**src/rtl/rqds_defines.svh**
```systemverilog
// register map, field positions, reset values and timing counts for the reference status bank
`ifndef RQDS_DEFINES_SVH
`define RQDS_DEFINES_SVH
`define RQDS_ADDR_QUALIFIED 8'h0a
`define RQDS_ADDR_MASK 8'h0b
`define RQDS_ADDR_AVAILABLE 8'h0c
`define RQDS_ADDR_REV_DELAY 8'h0d
`define RQDS_ADDR_PHASE 8'h0e
`define RQDS_ADDR_TRIM 8'h0f
`define RQDS_ADDR_PULSE_WIDTH 8'h10
`define RQDS_ADDR_LOOP_STATUS 8'h11
`define RQDS_RST_MASK 8'h00
`define RQDS_RST_REV_DELAY 8'h05
`define RQDS_RST_PHASE 8'h00
`define RQDS_RST_TRIM 8'h00
`define RQDS_RST_PULSE_WIDTH 4'h1
`define RQDS_PW_ZERO 4'h0
`define RQDS_LOOP_LOL_BIT 1
`define RQDS_LOOP_LOCKED_BIT 2
`define RQDS_QUAL_SECONDS 10
`define RQDS_CLK_HZ 100_000_000
`define RQDS_SECONDS_PER_MINUTE 60
`endif

```
**src/rtl/rqds_pkg.sv**
```systemverilog
// types shared by the reference status bank
package rqds_pkg;
  typedef struct packed {
    logic [7:0] addr;
    logic [7:0] wdata;
    logic wr;
    logic rd;
  } rqds_host_req_t;
  typedef struct packed {
    logic loss_of_signal;
    logic loss_of_lock;
    logic locked;
    logic history_present;
    logic history_built;
  } rqds_loop_t;
  typedef enum logic {rqds_sel_auto, rqds_sel_manual} rqds_sel_t;
endpackage : rqds_pkg

```
**src/rtl/rqds_status_bank.sv**
```systemverilog
// reference qualification, mask and loop status register bank
`timescale 1ns/1ps
`default_nettype none
`include "rqds_defines.svh"
module rqds_status_bank
  import rqds_pkg::*;
#(
  parameter int NUM_REFS = 8,
  parameter longint QUAL_CYCLES = longint'(`RQDS_QUAL_SECONDS) * `RQDS_CLK_HZ,
  parameter longint MINUTE_CYCLES = longint'(`RQDS_SECONDS_PER_MINUTE) * `RQDS_CLK_HZ
) (
  input wire logic ref_clk,
  input wire logic reset_n,
  input wire rqds_host_req_t host_req,
  output logic [7:0] host_rdata,
  input wire logic [NUM_REFS-1:0] ref_activity,
  input wire logic [NUM_REFS-1:0] ref_pullin_ok,
  input wire logic manual_select,
  input wire logic [NUM_REFS-1:0] ref_returned,
  input wire rqds_loop_t loop_in,
  output logic [NUM_REFS-1:0] ref_usable,
  output logic [NUM_REFS-1:0] ref_revert_ready,
  output logic [7:0] phase_shift_q,
  output logic [7:0] osc_trim_q,
  output logic [3:0] pulse_width_q,
  output logic [1:0] sync_pulsed_q,
  output logic loss_of_lock_flag
);
  initial begin
    if (NUM_REFS != 8) $error("rqds_status_bank supports exactly eight references");
    if (QUAL_CYCLES < 2 || MINUTE_CYCLES < 1) $error("rqds_status_bank counts too small");
  end

  localparam int QW = $clog2(QUAL_CYCLES + 1);
  localparam int MW = $clog2(MINUTE_CYCLES + 1);

  function automatic logic hit(input logic [7:0] a, input logic [7:0] b);
    hit = (a == b);
  endfunction : hit

  logic [7:0] mask_ff;
  logic [7:0] rev_delay_ff;
  logic [7:0] phase_ff;
  logic [7:0] trim_ff;
  logic [3:0] pw_ff;
  logic [1:0] pulsed_ff;
  logic [7:0] qual_ff;
  logic [7:0] loop_ff;
  logic [QW-1:0] qual_cnt_ff [NUM_REFS];
  logic [MW-1:0] minute_cnt_ff;
  logic [7:0] rev_min_ff [NUM_REFS];
  logic [NUM_REFS-1:0] rev_run_ff;
  logic [7:0] rdata_ff;

  wire logic wr_mask = host_req.wr && hit(host_req.addr, `RQDS_ADDR_MASK);
  wire logic wr_rev = host_req.wr && hit(host_req.addr, `RQDS_ADDR_REV_DELAY);
  wire logic wr_phase = host_req.wr && hit(host_req.addr, `RQDS_ADDR_PHASE);
  wire logic wr_trim = host_req.wr && hit(host_req.addr, `RQDS_ADDR_TRIM);
  wire logic wr_pw = host_req.wr && hit(host_req.addr, `RQDS_ADDR_PULSE_WIDTH);
  // zero width would give no pulse at all, so it is folded to one
  wire logic [3:0] nxt_pw = (host_req.wdata[3:0] == `RQDS_PW_ZERO) ?
                            `RQDS_RST_PULSE_WIDTH : host_req.wdata[3:0];
  wire logic [7:0] ref_good = ref_activity & ref_pullin_ok;
  wire logic [7:0] avail = qual_ff & mask_ff;
  wire logic minute_tick = (minute_cnt_ff == MW'(MINUTE_CYCLES - 1));
  wire logic [7:0] nxt_loop = {3'b000, loop_in.history_built, loop_in.history_present,
                               loop_in.locked, loop_in.loss_of_lock,
                               loop_in.loss_of_signal};

  // masks only steer automatic selection; stored value survives manual mode
  assign ref_usable = manual_select ? 8'hff : avail;
  assign phase_shift_q = phase_ff;
  assign osc_trim_q = trim_ff;
  assign pulse_width_q = pw_ff;
  assign sync_pulsed_q = pulsed_ff;
  assign loss_of_lock_flag = loop_ff[`RQDS_LOOP_LOL_BIT];
  assign host_rdata = rdata_ff;

  always_ff @(posedge ref_clk or negedge reset_n) begin
    if (!reset_n) begin
      mask_ff <= `RQDS_RST_MASK;
      rev_delay_ff <= `RQDS_RST_REV_DELAY;
      phase_ff <= `RQDS_RST_PHASE;
      trim_ff <= `RQDS_RST_TRIM;
      pw_ff <= `RQDS_RST_PULSE_WIDTH;
    end else begin
      // read-only addresses have no write path here
      if (wr_mask) mask_ff <= host_req.wdata;
      if (wr_rev) rev_delay_ff <= host_req.wdata;
      if (wr_phase) phase_ff <= host_req.wdata;
      if (wr_trim) trim_ff <= host_req.wdata;
      if (wr_pw) pw_ff <= nxt_pw;
    end
  end

  // pulse mode bits live in the mode register elsewhere; mirror held low
  always_ff @(posedge ref_clk or negedge reset_n) begin
    if (!reset_n) pulsed_ff <= 2'b00;
    else pulsed_ff <= pulsed_ff;
  end

  always_ff @(posedge ref_clk or negedge reset_n) begin
    if (!reset_n) begin
      loop_ff <= 8'h00;
      minute_cnt_ff <= '0;
    end else begin
      loop_ff <= nxt_loop;
      minute_cnt_ff <= minute_tick ? '0 : minute_cnt_ff + MW'(1);
    end
  end

  genvar gi;
  generate
    for (gi = 0; gi < NUM_REFS; gi++) begin : g_ref
      wire logic qual_done = (qual_cnt_ff[gi] == QW'(QUAL_CYCLES));
      always_ff @(posedge ref_clk or negedge reset_n) begin
        if (!reset_n) begin
          qual_cnt_ff[gi] <= '0;
          qual_ff[gi] <= 1'b0;
        end else if (!ref_good[gi]) begin
          qual_cnt_ff[gi] <= '0;
          qual_ff[gi] <= 1'b0;
        end else begin
          // count saturates at the limit and the flag is registered one cycle later, so presence is strictly longer
          if (!qual_done) qual_cnt_ff[gi] <= qual_cnt_ff[gi] + QW'(1);
          qual_ff[gi] <= qual_done;
        end
      end
      // reversion hold-off in whole minutes; a return restarts the wait, a drop cancels it
      always_ff @(posedge ref_clk or negedge reset_n) begin
        if (!reset_n) begin
          rev_min_ff[gi] <= 8'h00;
          rev_run_ff[gi] <= 1'b0;
        end else if (!avail[gi]) begin
          rev_min_ff[gi] <= 8'h00;
          rev_run_ff[gi] <= 1'b0;
        end else if (ref_returned[gi]) begin
          rev_min_ff[gi] <= 8'h00;
          rev_run_ff[gi] <= 1'b1;
        end else if (rev_run_ff[gi] && minute_tick && rev_min_ff[gi] != rev_delay_ff) begin
          rev_min_ff[gi] <= rev_min_ff[gi] + 8'h01;
        end
      end
      assign ref_revert_ready[gi] = avail[gi] &&
                                    (!rev_run_ff[gi] || rev_min_ff[gi] == rev_delay_ff);
    end
  endgenerate

  wire logic [7:0] rd_mux =
    hit(host_req.addr, `RQDS_ADDR_QUALIFIED) ? qual_ff :
    hit(host_req.addr, `RQDS_ADDR_MASK) ? mask_ff :
    hit(host_req.addr, `RQDS_ADDR_AVAILABLE) ? avail :
    hit(host_req.addr, `RQDS_ADDR_REV_DELAY) ? rev_delay_ff :
    hit(host_req.addr, `RQDS_ADDR_PHASE) ? phase_ff :
    hit(host_req.addr, `RQDS_ADDR_TRIM) ? trim_ff :
    hit(host_req.addr, `RQDS_ADDR_PULSE_WIDTH) ? {4'h0, pw_ff} :
    hit(host_req.addr, `RQDS_ADDR_LOOP_STATUS) ? loop_ff : 8'h00;

  always_ff @(posedge ref_clk or negedge reset_n) begin
    if (!reset_n) rdata_ff <= 8'h00;
    else if (host_req.rd) rdata_ff <= rd_mux;
  end

  a_pw_never_zero: assert property (@(posedge ref_clk) disable iff (!reset_n)
    pw_ff != `RQDS_PW_ZERO) else $error("pulse width zero");
  a_pw_zero_fold: assert property (@(posedge ref_clk) disable iff (!reset_n)
    wr_pw && host_req.wdata[3:0] == `RQDS_PW_ZERO |=> pw_ff == `RQDS_RST_PULSE_WIDTH)
    else $error("zero width not folded");
  a_avail_and: assert property (@(posedge ref_clk) disable iff (!reset_n)
    avail == (qual_ff & mask_ff)) else $error("available mismatch");
  a_qual_drop: assert property (@(posedge ref_clk) disable iff (!reset_n)
    !ref_good[0] |=> !qual_ff[0]) else $error("qualified held without signal");
  a_qual_rise: assert property (@(posedge ref_clk) disable iff (!reset_n)
    $rose(qual_ff[0]) |-> $past(ref_good[0], 2)) else $error("qualified too early");
  a_ro_ignored: assert property (@(posedge ref_clk) disable iff (!reset_n)
    host_req.wr && hit(host_req.addr, `RQDS_ADDR_QUALIFIED) && ref_good == $past(ref_good)
    |=> $stable(mask_ff)) else $error("read-only write disturbed mask");
  a_manual_mask: assert property (@(posedge ref_clk) disable iff (!reset_n)
    manual_select |-> ref_usable == 8'hff) else $error("mask applied in manual");
  a_mask_write: assert property (@(posedge ref_clk) disable iff (!reset_n)
    wr_mask |=> mask_ff == $past(host_req.wdata)) else $error("mask not stored");
  a_lol_follow: assert property (@(posedge ref_clk) disable iff (!reset_n)
    loop_in.loss_of_lock |=> loss_of_lock_flag) else $error("loss of lock missed");
  a_locked_follow: assert property (@(posedge ref_clk) disable iff (!reset_n)
    !loop_in.locked |=> !loop_ff[`RQDS_LOOP_LOCKED_BIT]) else $error("locked held after loss");
  a_loop_capture: assert property (@(posedge ref_clk) disable iff (!reset_n)
    1'b1 |=> loop_ff == $past(nxt_loop)) else $error("loop status not sampled");
  a_qual_hold: assert property (@(posedge ref_clk) disable iff (!reset_n)
    ref_good[0] && qual_ff[0] |=> qual_ff[0]) else $error("qualified dropped with signal");
  a_rev_pending: assert property (@(posedge ref_clk) disable iff (!reset_n)
    rev_run_ff[0] && rev_min_ff[0] != rev_delay_ff |-> !ref_revert_ready[0])
    else $error("reversion ready before delay");
  a_rdata_hold: assert property (@(posedge ref_clk) disable iff (!reset_n)
    !host_req.rd |=> $stable(rdata_ff)) else $error("read data moved without read");
  a_rev_wait: assert property (@(posedge ref_clk) disable iff (!reset_n)
    ref_returned[0] && avail[0] && rev_delay_ff != 8'h00 |=> !ref_revert_ready[0])
    else $error("reversion without delay");
endmodule : rqds_status_bank
`default_nettype wire

```
**config.mk**
```make
export PLATFORM = sky130hd
export DESIGN_NAME = rqds_status_bank
export DESIGN_NICKNAME = d
export VERILOG_FILES = /design/src/rtl/rqds_pkg.sv /design/src/rtl/rqds_status_bank.sv
export VERILOG_INCLUDE_DIRS = /design/src /design/src/rtl
export SDC_FILE = /design/constraint.sdc
export NUM_CORES = 1
export LEC_CHECK = 0
export ABC_AREA = 1
export BUFFER_PORTS_ARGS = -buffer_cell sky130_fd_sc_hd__buf_2
export CAP_MARGIN = 0
export CORE_MARGIN = 5
export CORE_UTILIZATION = 45
export CTS_BUF_LIST = sky130_fd_sc_hd__clkbuf_16
export CTS_CLUSTER_DIAMETER = 60
export DETAILED_ROUTE_END_ITERATION = 16
export HOLD_SLACK_MARGIN = 0.08
export PLACE_DENSITY = 0.59
export SLEW_MARGIN = 40
export SYNTH_ARGS = -nofsm -noshare
export SYNTH_HDL_FRONTEND = slang
export SYNTH_SLANG_ARGS = --single-unit
```
**constraint.sdc**
```tcl
create_clock -name ref_clk -period 2.3 [get_ports ref_clk]
set_clock_uncertainty 0.05 [all_clocks]
set_input_delay 0.115 -clock ref_clk [delete_from_list [all_inputs] [get_ports ref_clk]]
set_output_delay 0.115 -clock ref_clk [all_outputs]
set_load 0.005 [all_outputs]
```
Yosys cells after proc, flatten, opt, wreduce, memory -nomap -nowiden
Index checks and enable logic that the tools add are counted.

$add $sub $neg: 17. Reductions and logical operators: 46. Muxes and demuxes: 75. Equal/unequal tests: 57. Bitwise logic cells: 2.

Operator list (number): 30-bit two-way mux (16); 8-bit two-way mux (31); 30-bit by 1-bit adder with 30-bit output (second input constant) (8); 30-bit equality test (second input constant) (8); 8-bit by 1-bit adder with 8-bit output (second input constant) (8); 8-bit equality test (8); 8-bit != test (8); 8-bit by 4-bit equality test with 1-bit output (second input constant) (6); 33-bit by 1-bit adder with 33-bit output (second input constant) (1); 33-bit equality test (second input constant) (1); 33-bit two-way mux (1); 2-bit != test (second input constant) (16); 1-bit logical AND (29); 1-bit two-way mux (24); 3-bit by 2-bit != test with 1-bit output (second input constant) (8); 8-bit AND (2); 8-bit by 5-bit equality test with 1-bit output (second input constant) (2); 5-bit two-way mux (2); 1-bit zero test (8); 1-bit logical OR (8); 4-bit zero test (1); 4-bit two-way mux (1).

Output and inout bits: 47. Bits of input ports: 50. Register bits after elaboration: 402. Word-level logic and storage cells: 237.

Depth between registers and ports, before layout
Depth after elaboration: 9. Depth in mapped cells: 12. Mapped depth without buffers: 11.

Worst setup path after synthesis
OpenSTA, ideal clock, no wires.

Path kind: register to register. Start: register minute_cnt_ff[0]. End: register minute_cnt_ff[9]. Required time: 2.130 ns. Path buffers: 1. Library setup time: 0.120 ns. Slack: 0.512 ns. Period minus slack after synthesis: 1.788 ns. Arrival: 1.617 ns. Stages on the path, launching flop included: 12. Cell sequence: dfrtp_1 > ha_1 > nand2_2 > nor2_2 > inv_1 > nor2_4 > nand2_2 > nor2_8 > buf_8 > inv_1 > o211ai_1 > inv_1.

Cells in the longest elaborated chain, start to end: 2. Elaborated cells between the ends (all ways): 3. Classes of those cells: 1 x add/sub; 1 x eq/ne; 1 x mux.

RTL lines: start, declared (line rqds_status_bank.sv:50) `logic [MW-1:0] minute_cnt_ff;`; start signal, assigned (line rqds_status_bank.sv:108) `minute_cnt_ff <= minute_tick ? '0 : minute_cnt_ff + MW'(1);`; 33-bit by 1-bit adder with 33-bit output / 33-bit equality test (equally long branches) (line rqds_status_bank.sv:108, rqds_status_bank.sv:65); 33-bit two-way mux (*) (line rqds_status_bank.sv:108).

Mark *: on every way between the ends. The rest lies on a longest branch, timed or not. A chain may end at the register's enable or synchronous reset.

Worst setup path after layout
Start: register rev_delay_ff[2]. End: output ref_revert_ready[3].

Cells in the longest elaborated chain, start to end: 3.

RTL lines: start, declared (line rqds_status_bank.sv:42) `logic [7:0] rev_delay_ff;`; start signal, assigned (line rqds_status_bank.sv:82) `` rev_delay_ff <= `RQDS_RST_REV_DELAY; ``; start signal, assigned (line rqds_status_bank.sv:89) `if (wr_rev) rev_delay_ff <= host_req.wdata;`; 8-bit equality test (line rqds_status_bank.sv:145) `(!rev_run_ff[gi] || rev_min_ff[gi] == rev_delay_ff);`; 1-bit logical OR (line rqds_status_bank.sv:145); 1-bit logical AND (line rqds_status_bank.sv:144) `assign ref_revert_ready[gi] = avail[gi] &&`; end, declared (line rqds_status_bank.sv:22) `output logic [NUM_REFS-1:0] ref_revert_ready,`.

Every way passes these cells.

==> impl_metrics.prom <==
# TYPE chip_impl_metric gauge
chip_impl_metric{name="clock_latency_at_the_later_pin_of_the_worst_skew_pair",unit="ns"} 0.60
chip_impl_metric{name="tritoncts.num_buffers",unit=""} 52
chip_impl_metric{name="synth_top_cell_area_share",unit="%"} 41.3
chip_impl_metric{name="num_vias",unit=""} 23267
chip_impl_metric{name="vdd_drop_max",unit="mV"} 0.527
chip_impl_metric{name="die_w",unit="µm"} 242
chip_impl_metric{name="worst_margin_slew",unit="ns"} 0.733
chip_impl_metric{name="clock_power_share",unit="%"} 49.4
chip_impl_metric{name="initial_core_util",unit="%"} 45.2
chip_impl_info{name="mostFrequentLayoutCells",value="777 x nand2_1, 501 x nor2_1, 427 x inv_1"} 1
chip_impl_info{name="top_register",value="qual_cnt_ff"} 1
chip_impl_metric{name="yosys.cell_types.count",unit=""} 44
chip_impl_metric{name="post_synth_instance_area",unit="µm²"} 24200
chip_impl_metric{name="grt_first_pass_wirelength",unit="mm"} 114
chip_impl_metric{name="power.switching_fraction",unit="%"} 24.2
chip_impl_metric{name="drt-initial-drc-count",unit=""} 2060
chip_impl_metric{name="post_drt_wl_per_cell",unit="µm"} 15.9
chip_impl_metric{name="final-hold-violation-count",unit=""} 0
chip_impl_metric{name="num_rows",unit=""} 85
chip_impl_info{name="critical-path-top-delay-family",value="flip-flops"} 1
chip_impl_info{name="tritoncts",value="built"} 1
chip_impl_metric{name="cts_htree_levels",unit=""} 2
chip_impl_metric{name="antenna_left",unit=""} 0
chip_impl_metric{name="post-route-drc-count",unit=""} 0
chip_impl_metric{name="globalplace.congestion",unit=""} 0.955
chip_impl_metric{name="worst-path-buf-inv",unit=""} 1
chip_impl_metric{name="design.portCount",unit=""} 97
chip_impl_info{name="synthTopCellsByArea",value="dfrtp_1 41%, nand2_1 12%, nor2_1 8.0%"} 1
chip_impl_metric{name="number_of_iterations_in_the_first_detailed_routing_pass",unit=""} 5
chip_impl_metric{name="pwr_density_cell",unit="nW/µm²"} 565
chip_impl_metric{name="largest_reg_flops",unit=""} 240
chip_impl_metric{name="finalInstanceArea",unit="µm²"} 28300
chip_impl_metric{name="power.combinational.fraction",unit="%"} 5.5
chip_impl_metric{name="globalRoute.totalOverflow",unit=""} 0
chip_impl_info{name="crit_path_cell_trace",value="xnor2_1, nand3_1, nor2_1, nand2_1, a21oi_2, buf_2"} 1
chip_impl_metric{name="critical_path_required",unit="ns"} 2.13
chip_impl_metric{name="met3_usage",unit="%"} 3.45
chip_impl_metric{name="post_synth_inst_count",unit=""} 3394
chip_impl_metric{name="power_spent_charging_and_discharging_nets",unit="µW"} 3870
chip_impl_metric{name="fmaxAchievable",unit="MHz"} 431
chip_impl_metric{name="finalCriticalPeriod",unit="ns"} 2.32
chip_impl_metric{name="die_outline_height",unit="µm"} 242
chip_impl_info{name="cell_taking_the_most_area_after_synthesis",value="dfrtp_1"} 1
chip_impl_metric{name="critical_path_arrival",unit="ns"} 2.16
chip_impl_metric{name="vias_per_cell",unit=""} 5.35
chip_impl_metric{name="static-leakage-power",unit="µW"} 0.0126
chip_impl_info{name="hp-class",value="input pin to asynchronous set/reset pin"} 1
chip_impl_metric{name="design_power_total",unit="µW"} 16000
chip_impl_metric{name="final_layout_size_suffix_gt1_share",unit="%"} 8.76
chip_impl_metric{name="synth-warning-count",unit=""} 0
chip_impl_metric{name="port-buffer-count",unit=""} 94
chip_impl_metric{name="grt_antenna_before_repair",unit=""} 2
chip_impl_info{name="biggestRegsByFlops",value="qual_cnt_ff: 240 flops, rev_min_ff: 64 flops, minute_cnt_ff: 33 flops"} 1
chip_impl_metric{name="grt_usage",unit="%"} 23.1
chip_impl_metric{name="finish.net_count",unit=""} 3682
chip_impl_metric{name="die_area",unit="µm²"} 58400
chip_impl_info{name="cts.root.buffer_cell",value="clkbuf_16"} 1
chip_impl_info{name="cp_slowest_cell",value="dfstp_4"} 1
chip_impl_metric{name="synth_to_layout_area_growth",unit="%"} 17.1
chip_impl_metric{name="synth-seq-area-share",unit="%"} 41.6
chip_impl_metric{name="dp.final_hpwl",unit="mm"} 51.3
chip_impl_metric{name="yosys_register_bits",unit=""} 402
chip_impl_metric{name="post-route-worst-setup-slack",unit="ns"} -0.0203
chip_impl_metric{name="finalSetupViolCount",unit=""} 2
chip_impl_info{name="critical_path_class",value="flop to output port"} 1
chip_impl_metric{name="synth_async_sr_flop_share",unit="%"} 100
chip_impl_metric{name="postPlaceCellArea",unit="µm²"} 25700
chip_impl_metric{name="share_seq_of_total_power",unit="%"} 45.0
chip_impl_metric{name="synth-edff-count",unit=""} 0
chip_impl_info{name="final_common_cell",value="nand2_1"} 1
chip_impl_info{name="run_status",value="finished with violations"} 1
chip_impl_metric{name="max-clock-path-buffers",unit=""} 3
chip_impl_metric{name="crit_path_max_fanout",unit=""} 9
chip_impl_metric{name="timing.slew.headroom",unit="%"} 51.1
chip_impl_metric{name="clk_pin_slew",unit="ns"} 0.06
chip_impl_metric{name="wirelength",unit="mm"} 69.3
chip_impl_metric{name="final_min_period_over_clock_period",unit="%"} 101
chip_impl_metric{name="globalRouteMet1Util",unit="%"} 33.2
chip_impl_info{name="top_usage_layer",value="met2"} 1
chip_impl_metric{name="first_global_vias",unit=""} 22314
chip_impl_metric{name="timing.final.max_slew_violations",unit=""} 0
chip_impl_metric{name="drv.max_cap_violation_count",unit=""} 0
chip_impl_metric{name="slowest_delay",unit="ns"} 0.73
chip_impl_info{name="critPathLaunchType",value="flop"} 1
chip_impl_info{name="synth_ff_type",value="dfrtp_1"} 1
chip_impl_info{name="grt_setup_unrepaired",value="true"} 1
chip_impl_metric{name="syn_avg_cell_area",unit="µm²"} 7.12
chip_impl_metric{name="clock_sink_count",unit=""} 402
chip_impl_metric{name="gr-usage-met2",unit="%"} 35.9
chip_impl_info{name="violated_checks",value="negative setup slack"} 1
chip_impl_metric{name="core_area",unit="µm²"} 53500
chip_impl_metric{name="intPower",unit="µW"} 12100
chip_impl_info{name="critPathCaptureType",value="output port"} 1
chip_impl_metric{name="pin_count_of_the_biggest_net_entering_global_routing",unit=""} 75
==> cell type report <==
cell class                 count  area [µm²]
fill                        5189       25200
sequential                   402       10100
timing repair buffer         221        1710
antenna                        1        2.50
clock inverter                45         345
clock buffer                  53        1330
inverter                     422        1590
multi-input combinational   2508       12400
tap                          696         871
==> cells by family (layout without fill, tap and decap cells) <==
family / Yosys count / in the layout / synth area share [%]
other cells: 1 / 3 / 0.0155
compound gates: 249 / 249 / 5.36
xor+xnor: 180 / 180 / 6.52
flops: 402 / 402 / 41.6
fa+ha+maj: 25 / 25 / 1.29
buf+inv: 485 / 741 / 7.76
simple gates: 2052 / 2052 / 37.4
==> metrics by stage <==
stage	utilization, %	worst slack (ns)	instances	setup TNS, ns	hold slack, ns
floorplan	-	0.512	3395	0	-0.231
global placement	48.0	0.205	4175	0	0.0985
detailed placement	48.0	0.152	4175	0	0.102
CTS	52.6	-0.0489	4342	-0.0548	0.0935
global route	52.9	-0.122	4348	-0.414	0.143
finish	52.9	-0.0203	4348	-0.0393	0.0933
==> routing by layer <==
layer / part of all wire (%) / up-vias
met5: 0 / -
met4: 3.2 / 0
met3: 5.6 / 129
met2: 44 / 664
met1: 47 / 10984
li1: - / 11490
==> timing repair <==
| item | CTS | global route |
|---|---|---|
| buffers inserted | 16 | 5 |
| gates resized for setup | 21 | 31 |
| hold buffers | 53 | 0 |
| endpoints found under the hold margin | 663 | 0 |
| endpoints found under the setup margin | 8 | 32 |
| pin swaps | 4 | 15 |
==> power groups by stage <==
| stage | logic (µW) | registers (µW) | clock network, µW |
|---|---|---|---|
| 3_5_place_dp | 716 | 7330 | 0 |
| 6_report | 882 | 7200 | 7900 |
| 4_1_cts | 857 | 7200 | 8140 |
| 3_3_place_gp | 703 | 7330 | 0 |
| 2_1_floorplan | 338 | 7290 | 0 |
| 5_1_grt | 994 | 7200 | 8450 |
==> path summary, 6_finish.rpt <==
check	start	to	slack (ns)	cells after the start
max reg2reg	rev_delay_ff[6]	rev_min_ff[43]	0.20	13
max in group asynchronous	reset_n	qual_cnt_ff[0]	1.23	3
min	reset_n	rev_min_ff[8]	0.09	2
max	rev_delay_ff[2]	ref_revert_ready[3]	-0.02	6
min reg2reg	qual_cnt_ff[134]	qual_cnt_ff[134]	0.42	1
min in group ref_clk	ref_activity[6]	qual_cnt_ff[38]	0.12	5
==> Yosys cell counts, drive strengths merged, types with 45 or more instances <==
master / n
a21oi: 91
nand3: 292
inv: 421
nor3: 233
nor4: 58
nor2: 521
dfrtp: 399
clkbuf: 46
xor2: 135
o21ai: 133
nand4: 123
xnor2: 45
nand2: 794
Note: power is estimated with default switching activity, not from simulation.
